[config.mk]
export PLATFORM = sky130hd
export DESIGN_NAME = sfpf_bank
export DESIGN_NICKNAME = d
export VERILOG_FILES = /design/src/rtl/sfpf_pkg.sv /design/src/rtl/sfpf_sync3.sv /design/src/rtl/sfpf_fuse_gate.sv /design/src/rtl/sfpf_bank.sv
export VERILOG_INCLUDE_DIRS = /design/src /design/src/rtl
export SDC_FILE = /design/constraint.sdc
export NUM_CORES = 1
export LEC_CHECK = 0
export BUFFER_PORTS_ARGS = -buffer_cell sky130_fd_sc_hd__buf_4
export CORE_ASPECT_RATIO = 1.2
export CORE_MARGIN = 8
export CORE_UTILIZATION = 42
export CTS_CLUSTER_SIZE = 24
export DETAILED_ROUTE_END_ITERATION = 12
export GPL_TIMING_DRIVEN = 0
export PLACE_DENSITY = 0.86
export SKIP_LAST_GASP = 1
export SLEW_MARGIN = 20
export SYNTH_ARGS = -nofsm -noshare
export SYNTH_HDL_FRONTEND = slang
export SYNTH_SLANG_ARGS = --single-unit
[constraint.sdc]
create_clock -name clk_i -period 3.1 [get_ports clk_i]
set_input_delay 0.775 -clock clk_i [delete_from_list [all_inputs] [get_ports clk_i]]
set_output_delay 0.775 -clock clk_i [all_outputs]
set_load 0.01 [all_outputs]
[src/rtl/sfpf_defines.svh]
// register offsets, field positions, reset values and control codes of the fault and production bank
`ifndef SFPF_DEFINES_SVH
`define SFPF_DEFINES_SVH

`define SFPF_ADDR_W          4
`define SFPF_OFF_INT_FAULT   4'h0
`define SFPF_OFF_STK_FAULT   4'h1
`define SFPF_OFF_PROD_WORD   4'h2
`define SFPF_OFF_CONTROL     4'h3
`define SFPF_OFF_COMMAND     4'h4
`define SFPF_OFF_SWITCH_OUT  4'h5

`define SFPF_INT_COMMANDED   7
`define SFPF_INT_COMP_MUX    6
`define SFPF_INT_GROUND      5
`define SFPF_INT_REFERENCE   4
`define SFPF_INT_SLOW_OSC    3
`define SFPF_INT_INSTR_ROM   2
`define SFPF_INT_DATA_ROM    1
`define SFPF_INT_FUSE_MEM    0
`define SFPF_STK_TOP         0

`define SFPF_PW_FUSE_WR_EN   7
`define SFPF_PW_PF_CHECK_EN  6
`define SFPF_PW_PREDSG_TEST  5
`define SFPF_PW_NORMAL_FET   4
`define SFPF_PW_DISCHARGE_SWITCH_TEST_ON     2
`define SFPF_PW_CHARGE_SWITCH_TEST_ON     1
`define SFPF_PW_PRECHG_TEST  0
`define SFPF_PW_USED_MASK    16'h00F7

`define SFPF_PROD_RESET      16'h00D0
`define SFPF_CMD_PRECHG      2'h0
`define SFPF_CMD_CHG         2'h1
`define SFPF_CMD_DSG         2'h2
`define SFPF_CMD_PREDSG      2'h3
`define SFPF_FUSE_SRC_PF     2'h0
`define SFPF_FUSE_SRC_BLOWN  2'h1
`define SFPF_FUSE_SRC_MANU   2'h2

`endif

[src/rtl/sfpf_pkg.sv]
// types shared by the fault and production bank
package sfpf_pkg;
	typedef enum logic [1:0] {
		SFPF_BUS_IDLE = 2'b00,
		SFPF_BUS_ACK  = 2'b01
	} sfpf_bus_state_t;
endpackage : sfpf_pkg

[src/rtl/sfpf_sync3.sv]
// three-stage synchroniser, change accepted when the last two stages agree
module sfpf_sync3 (
	input  wire logic clk_i,
	input  wire logic rst_i,
	input  wire logic d_i,
	output logic      q_o
);
	logic s1_reg;
	logic s2_reg;
	logic s3_reg;
	always_ff @(posedge clk_i or posedge rst_i) begin
		if (rst_i) begin
			s1_reg <= 1'b0;
			s2_reg <= 1'b0;
			s3_reg <= 1'b0;
			q_o    <= 1'b0;
		end else begin
			s1_reg <= d_i;
			s2_reg <= s1_reg;
			s3_reg <= s2_reg;
			if (s2_reg == s3_reg) begin
				q_o <= s3_reg;
			end
		end
	end
endmodule : sfpf_sync3

[src/rtl/sfpf_fuse_gate.sv]
// decides whether a runtime fuse memory write may proceed
`include "sfpf_defines.svh"
module sfpf_fuse_gate (
	input  wire logic       write_enable_i,
	input  wire logic       config_update_i,
	input  wire logic       unrestricted_i,
	input  wire logic       limits_ok_i,
	input  wire logic [1:0] source_i,
	output logic            allow_o
);
	logic manu_ok;
	logic src_ok;
	assign manu_ok = (source_i != `SFPF_FUSE_SRC_MANU) || unrestricted_i;
	assign src_ok  = (source_i == `SFPF_FUSE_SRC_PF) || (source_i == `SFPF_FUSE_SRC_BLOWN)
		|| (source_i == `SFPF_FUSE_SRC_MANU);
	assign allow_o = limits_ok_i && src_ok && manu_ok
		&& (write_enable_i || config_update_i);
endmodule : sfpf_fuse_gate

[src/rtl/sfpf_bank.sv]
// saved fault flags, production status word and switch test control
// Overview of operation
// - bit 7: commanded failure occurred
// - bit 6: comparator mux failure occurred
// - bits 5,4: ground, reference failures
// - bit 3: slow oscillator monitor failure
// - bits 2,1: instruction, data ROM failures
// - bit 0: fuse memory failure
// - stack register bit 0 top failure
// - production word 16 bits, some reserved
// - bit 7 allows runtime fuse writes
// - runtime writes: failure, blown, records
// - program only within voltage, temperature limits
// - config update mode still allows programming
// - bit 6 gates failure checking
// - bit 4 low: test mode control
// - bit 4 high: ignore test commands
// - safety overrides always win
// - bit 5 predischarge test state
// - bit 2 discharge test state
// - bit 1 charge test state
// - bit 0 precharge test state
//
// Implementation choices: register access over Avalon-MM and the register addresses.
`include "sfpf_defines.svh"
module sfpf_bank (
	input  wire logic                   clk_i,
	input  wire logic                   rst_i,
	input  wire logic [`SFPF_ADDR_W-1:0] avs_address,
	input  wire logic                   avs_read,
	input  wire logic                   avs_write,
	input  wire logic [31:0]            avs_writedata,
	input  wire logic [3:0]             avs_byteenable,
	output logic      [31:0]            avs_readdata,
	output logic                        avs_waitrequest,
	output logic      [1:0]             avs_response,
	input  wire logic [7:0]             int_fault_event_i,
	input  wire logic                   stack_fault_event_i,
	input  wire logic                   config_update_i,
	input  wire logic                   unrestricted_access_mode_i,
	input  wire logic                   fuse_limits_ok_i,
	input  wire logic                   fuse_write_req_i,
	input  wire logic [1:0]             fuse_write_src_i,
	input  wire logic [3:0]             normal_switch_on_i,
	input  wire logic [3:0]             safety_force_off_i,
	input  wire logic [3:0]             safety_force_on_i,
	input  wire logic                   fault_pin_i,
	output logic                        fuse_write_go_o,
	output logic                        pf_check_enable_o,
	output logic      [3:0]             switch_on_o
);
	// switch order in vectors: 3 predischarge, 2 discharge, 1 charge, 0 precharge
	sfpf_pkg::sfpf_bus_state_t state_reg;
	sfpf_pkg::sfpf_bus_state_t state_next;
	logic [7:0]  int_fault_reg;
	logic        stk_fault_reg;
	logic [15:0] prod_reg;
	logic [15:0] prod_next;
	logic [7:0]  int_set;
	logic        fault_pin_sync;
	logic        fuse_allow;
	logic        permanent_failure_check_enable;
	logic        test_mode;
	logic        wr_hit;
	logic        cmd_wr;
	logic        ctl_wr;
	logic [1:0]  cmd_code;
	logic [3:0]  test_bits;
	logic [3:0]  switch_next;
	logic [31:0] rd_mux;
	logic        addr_ok;

	sfpf_sync3 u_fault_sync (
		.clk_i (clk_i),
		.rst_i (rst_i),
		.d_i   (fault_pin_i),
		.q_o   (fault_pin_sync)
	);

	sfpf_fuse_gate u_fuse_gate (
		.write_enable_i  (prod_reg[`SFPF_PW_FUSE_WR_EN]),
		.config_update_i (config_update_i),
		.unrestricted_i  (unrestricted_access_mode_i),
		.limits_ok_i     (fuse_limits_ok_i),
		.source_i        (fuse_write_src_i),
		.allow_o         (fuse_allow)
	);

	assign permanent_failure_check_enable     = prod_reg[`SFPF_PW_PF_CHECK_EN];
	assign test_mode = ~prod_reg[`SFPF_PW_NORMAL_FET];
	// commanded failure arrives as a pin or on event bit 7, others from internal monitors
	assign int_set = {int_fault_event_i[7] | fault_pin_sync, int_fault_event_i[6:0]}
		& {8{permanent_failure_check_enable}};

	// bus decode
	assign addr_ok = (avs_address <= `SFPF_OFF_SWITCH_OUT);
	// writes commit on the edge that ends the wait, as the master sees it
	assign wr_hit  = (state_reg == sfpf_pkg::SFPF_BUS_ACK) && avs_write;
	assign ctl_wr  = wr_hit && (avs_address == `SFPF_OFF_CONTROL) && avs_byteenable[0];
	assign cmd_wr  = wr_hit && (avs_address == `SFPF_OFF_COMMAND) && avs_byteenable[0];
	assign cmd_code = avs_writedata[1:0];

	// test commands toggle their bit only in test mode
	always_comb begin
		prod_next = prod_reg;
		if (ctl_wr) begin
			prod_next[`SFPF_PW_FUSE_WR_EN]  = avs_writedata[`SFPF_PW_FUSE_WR_EN];
			prod_next[`SFPF_PW_PF_CHECK_EN] = avs_writedata[`SFPF_PW_PF_CHECK_EN];
			prod_next[`SFPF_PW_NORMAL_FET]  = avs_writedata[`SFPF_PW_NORMAL_FET];
		end
		if (cmd_wr && test_mode) begin
			case (cmd_code)
				`SFPF_CMD_PREDSG: prod_next[`SFPF_PW_PREDSG_TEST] =
					~prod_reg[`SFPF_PW_PREDSG_TEST];
				`SFPF_CMD_DSG:    prod_next[`SFPF_PW_DISCHARGE_SWITCH_TEST_ON] =
					~prod_reg[`SFPF_PW_DISCHARGE_SWITCH_TEST_ON];
				`SFPF_CMD_CHG:    prod_next[`SFPF_PW_CHARGE_SWITCH_TEST_ON] =
					~prod_reg[`SFPF_PW_CHARGE_SWITCH_TEST_ON];
				default:          prod_next[`SFPF_PW_PRECHG_TEST] =
					~prod_reg[`SFPF_PW_PRECHG_TEST];
			endcase
		end
		prod_next = prod_next & `SFPF_PW_USED_MASK;
	end

	assign test_bits = {prod_reg[`SFPF_PW_PREDSG_TEST], prod_reg[`SFPF_PW_DISCHARGE_SWITCH_TEST_ON],
		prod_reg[`SFPF_PW_CHARGE_SWITCH_TEST_ON], prod_reg[`SFPF_PW_PRECHG_TEST]};

	genvar g;
	generate
		for (g = 0; g < 4; g = g + 1) begin : g_switch
			assign switch_next[g] = safety_force_off_i[g] ? 1'b0 :
				safety_force_on_i[g] ? 1'b1 :
				(test_mode ? test_bits[g] : normal_switch_on_i[g]);
		end
	endgenerate

	// read mux, reserved bits zero
	always_comb begin
		case (avs_address)
			`SFPF_OFF_INT_FAULT:  rd_mux = {24'h000000, int_fault_reg};
			`SFPF_OFF_STK_FAULT:  rd_mux = {31'h00000000, stk_fault_reg};
			`SFPF_OFF_PROD_WORD:  rd_mux = {16'h0000, prod_reg};
			`SFPF_OFF_CONTROL:    rd_mux = {16'h0000, prod_reg};
			`SFPF_OFF_SWITCH_OUT: rd_mux = {28'h0000000, switch_on_o};
			default:              rd_mux = 32'h00000000;
		endcase
	end

	always_comb begin
		state_next = state_reg;
		case (state_reg)
			sfpf_pkg::SFPF_BUS_IDLE: begin
				if (avs_read || avs_write) begin
					state_next = sfpf_pkg::SFPF_BUS_ACK;
				end
			end
			sfpf_pkg::SFPF_BUS_ACK: state_next = sfpf_pkg::SFPF_BUS_IDLE;
			default: state_next = sfpf_pkg::SFPF_BUS_IDLE;
		endcase
	end

	// bus slave: one wait cycle then answer
	always_ff @(posedge clk_i or posedge rst_i) begin
		if (rst_i) begin
			state_reg       <= sfpf_pkg::SFPF_BUS_IDLE;
			avs_waitrequest <= 1'b1;
			avs_readdata    <= 32'h00000000;
			avs_response    <= 2'h0;
		end else begin
			state_reg       <= state_next;
			avs_waitrequest <= ~(state_reg == sfpf_pkg::SFPF_BUS_IDLE && (avs_read || avs_write));
			if (state_reg == sfpf_pkg::SFPF_BUS_IDLE && avs_read) begin
				avs_readdata <= rd_mux;
			end
			if (state_reg == sfpf_pkg::SFPF_BUS_IDLE) begin
				avs_response <= addr_ok ? 2'h0 : 2'h3;
			end
		end
	end

	// sticky saved failure flags
	always_ff @(posedge clk_i or posedge rst_i) begin
		if (rst_i) begin
			int_fault_reg <= 8'h00;
			stk_fault_reg <= 1'b0;
		end else begin
			int_fault_reg <= int_fault_reg | int_set;
			stk_fault_reg <= stk_fault_reg | (stack_fault_event_i & permanent_failure_check_enable);
		end
	end

	always_ff @(posedge clk_i or posedge rst_i) begin
		if (rst_i) begin
			prod_reg          <= `SFPF_PROD_RESET;
			switch_on_o       <= 4'h0;
			fuse_write_go_o   <= 1'b0;
			pf_check_enable_o <= 1'b0;
		end else begin
			prod_reg          <= prod_next;
			switch_on_o       <= switch_next;
			fuse_write_go_o   <= fuse_write_req_i & fuse_allow;
			pf_check_enable_o <= permanent_failure_check_enable;
		end
	end
endmodule : sfpf_bank

### Word level (Yosys, flattened, before mapping)

Index checks and enable logic that the tools add are counted.

| word-level totals | value |
|---|---|
| register bits | 63 |
| input port bits | 72 |
| output and inout port bits | 41 |
| logic and storage cells | 87 |

| operators by class | value |
|---|---|
| magnitude comparators | 1 |
| equal/unequal tests | 14 |
| mux-type cells | 16 |
| bitwise gates (word level) | 13 |
| reduce and logical (&&, ||, !) cells | 25 |

Operators with widths:

| kind | number |
|---|---|
| 8-bit one-hot mux with 4 select lines | 1 |
| 1-bit two-way mux | 12 |
| 1-bit logical AND | 11 |
| 8-bit AND | 1 |
| 4-bit by 2-bit == test with 1-bit output (second input constant) | 2 |
| 4-bit by 3-bit == test with 1-bit output (second input constant) | 2 |
| 8-bit OR | 1 |
| 2-bit AND reduction | 4 |
| 1-bit NOT | 7 |
| 2-bit by 1-bit == test with 1-bit output (second input constant) | 3 |
| 2-bit == test (second input constant) | 3 |
| 2-bit two-way mux | 3 |
| 1-bit logical OR | 5 |
| 4-bit by 1-bit == test with 1-bit output (second input constant) | 1 |
| 4-bit by 3-bit <= comparator with 1-bit output (second input constant) | 1 |
| 2-bit zero test | 2 |
| 4-bit zero test | 1 |
| 2-bit != test (second input constant) | 2 |
| 3-bit OR reduction | 1 |
| 1-bit AND | 2 |
| 1-bit OR | 2 |
| 2-bit OR reduction | 1 |
| 1-bit == test | 1 |

### Depth between registers and ports, before layout

Gate-level depths: netlist of the first run.

| logic depth | value |
|---|---|
| word-level depth | 7 |
| depth in mapped cells | 5 |
| gate-level depth less buffers | 4 |

### By module

From an unflattened synthesis of the first run, not the netlist that was laid out.

| unflattened totals | value |
|---|---|
| cell total of the unflattened synthesis | 157 |
| area, all modules | 1740.4 µm² |

Modules (own cells, without submodules):

| module | times used | cells an instance | area each (µm²) | seq. area each (µm²) |
|---|---|---|---|---|
| sfpf_bank | 1 | 148 | 1597.8 | 830.8 |
| sfpf_sync3 | 1 | 6 | 115.1 | 100.1 |
| sfpf_fuse_gate | 1 | 3 | 27.5 | 0.0 |

### Worst setup path after synthesis of the first run

Ideal clock, no wire load.

| timing path | value |
|---|---|
| path kind | in2reg |
| from | input port avs_address[2] |
| to | register avs_readdata[5] |
| setup time | 0.077 ns |
| arrival | 1.602 ns |
| required time | 3.023 ns |
| slack | 1.421 ns |
| stages on the path | 4 |
| path buffers | 1 |
| path through | clkbuf_2 or2_2 or2_1 o21ai_1 |

| on the way | value |
|---|---|
| longest elaborated chain between the ends | 3 |
| elaborated cells between the ends (all ways) | 7 |

Ends and longest elaborated chain:

| what | RTL line | text |
|---|---|---|
| from (decl) | sfpf_bank.sv:29 | `` input wire logic [`SFPF_ADDR_W-1:0] avs_address, `` |
| 4-bit by 2-bit == test with 1-bit output | sfpf_bank.sv:140 | `case (avs_address)` |
| 2-bit OR reduction (no line) | - |  |
| 8-bit one-hot mux with 4 select lines (*) | sfpf_bank.sv:140 |  |
| to (signal assigned) | sfpf_bank.sv:174 | `avs_readdata <= rd_mux;` |
| to (decl) | sfpf_bank.sv:34 | `output logic [31:0] avs_readdata,` |

Mark *: on every way between the ends. The rest lies on a longest branch, timed or not.
A chain may end at the register's enable or synchronous reset.

==> results of run 1 <==
-- kinds of logic (layout without fill, tap and decap cells) --
logic type      after synthesis  in the layout  synth area share, %
compound gates               38             38                15.29
xor+xnor                      4              4                2.029
fa+ha+maj                     1              1               0.5797
buf+inv                      32             97                12.54
flops                        37             37                53.91
mux                           3              3                1.956
other cells                   1             24               0.2172
simple gates                 40             40                13.48
-- stage by stage --
| stage | utilization (%) | hold slack (ns) | instance area [um^2] |
|---|---|---|---|
| after floorplan | - | 0.3312 | 1813 |
| after global placement | 58.57 | 0.3379 | 2308 |
| after detailed placement | 58.57 | 0.3358 | 2308 |
| after CTS | 60.67 | 0.3519 | 2391 |
| after global routing | 60.67 | 0.3538 | 2391 |
| final | 60.67 | 0.3476 | 2391 |
-- worst max path at each step --
stage          slack, ns              end       startpoint  cells after the start
2_1_floorplan       1.42  avs_readdata[5]   avs_address[2]                      4
3_3_place_gp        1.07      prod_reg[1]            rst_i                      2
3_5_place_dp        1.28      prod_reg[1]   avs_address[0]                      5
4_1_cts             1.37  avs_response[1]  avs_response[0]                      2
5_1_grt             1.36  avs_response[1]  avs_response[0]                      2
6_report            1.38  avs_response[1]  avs_response[0]                      2
-- Yosys cell counts (all sizes together) (4+ instances only) --
cell and count:
dfrtp 33, buf 26, nor2 10, a21o 8, nand2 8, o21ai 8, a22oi 6, a211oi 5
a21oi 5, a22o 4, clkbuf 4, dfstp 4, nor2b 4, xor2 4
-- worst register-to-register path, delay by kind of cell, from the launching register on --
family                 cells  cell delay [ns]
buffers and inverters      1             0.21
AND/OR/NAND/NOR            1             0.15
flip-flops                 1             0.42
AO/OA/AOI/OAI              2             0.53
-- final cells by class --
| cell class | instances | area (um^2) |
|---|---|---|
| fill | 351 | 1550 |
| tap | 54 | 67.56 |
| timing repair buffer | 57 | 427.9 |
| clock inverter | 2 | 10.01 |
| buffer | 30 | 209.0 |
| sequential | 37 | 930.9 |
| clock buffer | 6 | 72.57 |
| multi-input combinational | 110 | 665.6 |
| inverter | 2 | 7.507 |
-- power breakdown --
group          internal (mW)  switching [mW]
combinational          0.129           0.106
sequential             0.554          0.0400
clock                  0.155           0.159
-- metal layers --
layer	track usage [%]	vias up	part of all wire [%]
met5	0	-	0
met4	7.321	0	2.6
met3	4.273	8	8.7
met2	22.24	51	54
met1	12.34	625	35
li1	-	668	-
==> run_results.csv, run 1 <==
group,metric,value,unit
synthesis,synth_area,1727,um^2
min_path,min_delay_path_depth,0,
clock_network,clockRootBuffer,"clkbuf_8",
clock_network,postCtsHoldBufs,0,
critical_path,cpMostUsedCell,"buf_4",
die,die_area,6427,um^2
sta,timing.setup.tns,0,ns
layout,nets,315,
layout,antenna_cells,0,
sta,slew_headroom,50.35,%
synthesis,yosysTopAreaCell,"dfrtp_1",
critical_path,rrSetupSlack,1.73,ns
synthesis,yosysWarnings,0,
placed_design,globalplace.congestion,0.8424,
clock_network,clk_latency,0.29,ns
synthesis,avgSynthCellArea,11.07,um^2
synthesis,ys_async_sr_fraction,100.0,%
critical_path,path_class,"flip-flop to primary output",
sta,slew_violations,0,
run_status,status,"finished, final reports clean",
global_route,grt-ovfl-total,0,
die,die_y,86.24,um
critical_path,crit_required,2.32,ns
placed_design,place_ws,1.283,ns
sta,fin_crit_sh,55.52,%
critical_path,cp_num_buf_inv,2,
placed_design,dpl.hpwl,3380,um
critical_path,crit_chain,"buf_4 > buf_4",
routing,num_vias,1352,
min_path,worstHoldStart,"u_fault_sync.s1_reg",
critical_path,reg2reg_from,"state_reg[0]",
die,die_w,74.53,um
layout,layout-drive-gt1-share,43.03,%
sta,period_needed,1.721,ns
routing,drtIter0Drc,36,
sta,fin_ws,1.379,ns
global_route,grt_start_max_net_pins,38,
placed_design,dpl.cell_count,290,
die,rows,25,
global_route,grt_pass1_vias,1358,
clock_network,clk_pin_slew,0.07,ns
sta,rsz0062_at_grt,"false",
critical_path,end_kind,"primary output",
synthesis,synthCells,156,
min_path,hp-class,"flip-flop to flip-flop",
synthesis,ys_seq_elements,37,
clock_network,cts_tree,"done",
power,p_leak,1.227,nW
routing,viasPerCell,4.537,
critical_path,cp_max_fo,3,
clock_network,htree_levels,2,
synthesis,yosys.area.top_type_share,47.83,%
layout,mostFrequentLayoutCell,"buf_4",
sta,skew,0.006067,ns
clock_network,clock-sinks,37,
clock_network,ctsResizeCount,0,
clock_network,numCtsBuffers,5,
min_path,worstHoldEndpoint,"u_fault_sync.s2_reg",
flow_run,cap_violations,0,
power,ir_worst_vdd,366.8,uV
routing,drt_wl_total,4103,um
layout,layout_common_cells,"82 x buf_4, 33 x dfrtp_1, 24 x conb_1",
die,start_util,43.81,%
clock_network,post_cts_buffers,0,
critical_path,regToRegEndpoint,"avs_readdata[1]",
die,ios,113,
synthesis,ys_seq_area_share,53.91,%
power,power_density,478.5,nW/um^2
power,finalPower,1.144,mW
sta,worstMarginPinSlew,0.7437,ns
synthesis,yosysUniqueCellTypes,36,
sta,timing.fmax,581.0,MHz
sta,hold_viol_final,0,
clock_network,clk_path_buf_depth,2,
routing,ant_nets,0,
sta,setup_viol,0,
routing,drt_pass1_iterations,4,
critical_path,arrival,0.95,ns
global_route,antenna_found_initial,0,
global_route,grtUsageTotal,12.65,%
layout,area_growth,38.48,%
critical_path,worstSetupStartpointType,"flip-flop",
routing,wl_per_cell,13.77,um
synthesis,yosys-top-cells-area,"dfrtp_1 48%, buf_4 11%, dfstp_2 6.1%",
routing,drc,0,
synthesis,synth-edff-count,0,
critical_path,max_stage_delay,0.40,ns
synthesis,synthFlopType,"dfrtp_1",
placed_design,io_buffers,57,
layout,fin_cells,298,
critical_path,crit_family,"flip-flops",
critical_path,r2r_cells,4,
die,core_area,3941,um^2
critical_path,cpMaxStageDelayCell,"dfrtp_1",
global_route,grt_pass1_wl,6223,um
No activity file was read; power rests on OpenSTA's default activity.
==> run 2: changes to the inputs <==
--- a/config.mk
+++ b/config.mk
@@ -6,14 +6,15 @@
 export SDC_FILE = /design/constraint.sdc
 export NUM_CORES = 1
 export LEC_CHECK = 0
+export ABC_AREA = 1
 export BUFFER_PORTS_ARGS = -buffer_cell sky130_fd_sc_hd__buf_4
 export CORE_ASPECT_RATIO = 1.2
 export CORE_MARGIN = 8
-export CORE_UTILIZATION = 42
+export CORE_UTILIZATION = 39
 export CTS_CLUSTER_SIZE = 24
 export DETAILED_ROUTE_END_ITERATION = 12
 export GPL_TIMING_DRIVEN = 0
-export PLACE_DENSITY = 0.86
+export PLACE_DENSITY = 0.83
 export SKIP_LAST_GASP = 1
 export SLEW_MARGIN = 20
 export SYNTH_ARGS = -nofsm -noshare
==> constraint.sdc (replaced) <==
create_clock -name clk_i -period 1.47 [get_ports clk_i]
set_input_delay 0.3675 -clock clk_i [delete_from_list [all_inputs] [get_ports clk_i]]
set_output_delay 0.3675 -clock clk_i [all_outputs]
set_load 0.01 [all_outputs]
==> run 2 against run 1 <==
Net effect:
- worst hold slack lost 0.17 ns
- area after synthesis grew 6.9%
- combinational power grew 110%
- clock skew shrank 0.0031 ns
- first-iteration DRC count grew to 2.6 times the previous value
- final cell count grew 23%
- largest power group unchanged
- die area grew 12%
- non-clock buffer count shrank 2
- wire length grew 5.7%
- synthesized cell count grew 41%
- sequential share of layout area shrank 2.3 points
==> run_results.csv, run 2 <==
group,metric,value,unit
clock_network,clk_pin_slew,0.07,ns
critical_path,path_class,"flip-flop to primary output",
clock_network,post_cts_buffers,0,
sta,slew_headroom,51.04,%
layout,area_growth,37.70,%
layout,layout_common_cells,"83 x buf_4, 70 x nand2_1, 33 x dfrtp_1",
critical_path,cpMostUsedCell,"buf_4",
power,finalPower,2.459,mW
routing,num_vias,1564,
layout,stdcell_area,2541,um^2
clock_network,clk_path_buf_depth,2,
clock_network,clock-sinks,37,
routing,drt_wl_total,4336,um
synthesis,avgSynthCellArea,8.389,um^2
critical_path,rrSetupSlack,0.23,ns
critical_path,arrival,0.94,ns
sta,worstMarginPinSlew,0.7334,ns
placed_design,dpl.hpwl,3541,um
clock_network,htree_levels,2,
synthesis,ys_seq_area_share,50.44,%
clock_network,clk_latency,0.29,ns
synthesis,synthFlopType,"dfrtp_1",
die,die_y,91.36,um
die,rows,27,
sta,fin_crit_sh,89.27,%
power,combinationalPowerShare,19.8,%
placed_design,place_ws,0.1972,ns
critical_path,crit_required,1.10,ns
synthesis,synth-edff-count,0,
min_path,hp-class,"primary input to flip-flop",
layout,mostFrequentLayoutCell,"buf_4",
global_route,grt_pass1_wl,6782,um
critical_path,crit_chain,"buf_4 > buf_4",
synthesis,yosys-top-cells-count,"70 x nand2_1, 33 x dfrtp_1, 25 x buf_4, 25 x inv_1, 17 x nand3_1",
synthesis,yosysWarnings,0,
routing,ant_nets,0,
power,switching_share,26.69,%
layout,fill_cells,446,
power,clock_power_share,31.3,%
sta,hold_viol_final,0,
sta,slew_violations,0,
die,start_util,40.47,%
sta,skew,0.002971,ns
clock_network,clockRootBuffer,"clkbuf_8",
global_route,grt-ovfl-total,0,
routing,drt_pass1_iterations,4,
layout,nets,380,
synthesis,yosysTopAreaCell,"dfrtp_1",
sta,rsz0062_at_grt,"false",
sta,fin_ws,0.1577,ns
global_route,grtUsageTotal,12.05,%
routing,met1Wirelength,1551,um
power,p_int,1.803,mW
placed_design,dpl_cell_area,2440,um^2
synthesis,yosysUniqueCellTypes,23,
die,die_area,7198,um^2
sta,setup_viol,0,
routing,drc,0,
routing,wl_per_cell,11.81,um
routing,highest_layer,"met4",
synthesis,synthCells,220,
routing,drtIter0Drc,92,
layout,final_core_util,55.72,%
clock_network,postCtsHoldBufs,0,
synthesis,yosysMostFrequentCell,"nand2_1",
power,power_density,967.6,nW/um^2
layout,register_area,930.9,um^2
placed_design,globalplace.congestion,0.8521,
global_route,antenna_found_initial,0,
critical_path,end_kind,"primary output",
flow_run,cap_violations,0,
critical_path,max_stage_delay,0.39,ns
clock_network,cts_tree,"done",
global_route,grt_start_max_net_pins,38,
layout,multi_input_area,703.2,um^2
synthesis,yosys-top-cells-area,"dfrtp_1 45%, nand2_1 14%, buf_4 10%",
synthesis,ys_seq_elements,37,
layout,layout-drive-gt1-share,34.30,%
critical_path,worstSetupStartpointType,"flip-flop",
die,core_area,4561,um^2
power,p_seq_share,48.9,%
synthesis,yosys.area.top_type_share,44.75,%
die,die_w,78.80,um
critical_path,r2r_cells,4,
min_path,min_delay_path_depth,1,
sta,timing.fmax,762.0,MHz
run_status,status,"finished, final reports clean",
critical_path,cpMaxStageDelayCell,"dfrtp_1",
routing,wl_met2,2237,um
critical_path,cp_max_fo,3,
power,ir_worst_vdd,405.8,uV
synthesis,ys_async_sr_fraction,100.0,%
clock_network,numCtsBuffers,5,
layout,antenna_cells,0,
power,p_switching,0.6562,mW
sta,period_needed,1.312,ns
routing,dr_wl_met3,425,um
synthesis,synth_area,1846,um^2
power,p_leak,1.425,nW
placed_design,io_buffers,58,
clock_network,ctsResizeCount,0,
routing,viasPerCell,4.262,
global_route,grt_pass1_vias,1508,
sta,holdWs,0.1788,ns
die,ios,113,
-- run 2: path summary, 6_finish.rpt --
kind,start,end
hold / removal,fault_pin_i,u_fault_sync.s1_reg
setup / recovery,avs_response[0],avs_response[1]
min in group asynchronous,rst_i,avs_readdata[4]
hold reg to reg,u_fault_sync.s1_reg,u_fault_sync.s2_reg
setup reg to reg,state_reg[0],avs_readdata[4]
max in group asynchronous,rst_i,u_fault_sync.q_o
-- run 2: metrics by stage --
step	cells	TNS (ns)
final	367	0
after global routing	367	0
after CTS	367	0
after detailed placement	359	0
after global placement	359	-5.896
after floorplan	243	0
-- run 2: worst max-delay path, delay by kind of cell (launching register included) --
family / cells / cell delay, ns
buffers and inverters: 2 / 0.26
DFF: 1 / 0.39
-- run 2: power by group through the flow --
stage          Clock [mW]  Sequential, mW  Combinational, mW
6_report            0.771            1.20              0.487
2_1_floorplan           0            1.22              0.266
4_1_cts             0.792            1.20              0.491
3_5_place_dp            0            1.22              0.490
3_3_place_gp            0            1.21              0.479
5_1_grt             0.829            1.22              0.538
-- run 2: layout make-up --
type	count	area share, %
clock inverters	1	0.1969
well taps	58	2.856
clock buffers	7	3.791
plain buffers	27	7.730
multi-input cells	152	27.67
flip-flops and latches	37	36.63
repair buffers	58	17.13
inverters	27	3.988
-- run 2: logic make-up (layout without fill, tap and decap cells) --
family	Yosys count	count (layout)	share of synthesized area, %
AO/OA/AOI/OAI	21	21	6.915
adder cells (fa/ha/maj)	1	1	0.5424
buffers and inverters	54	120	16.14
flip-flops	37	37	50.44
other	1	24	0.2032
AND/OR/NAND/NOR	106	106	25.76
-- run 2: per-layer routing --
metal / global-route usage, % / up-vias
met3: 5.523 / 9
met2: 20.00 / 53
met5: 0 / -
li1: - / 812
met1: 11.75 / 690
met4: 7.895 / 0
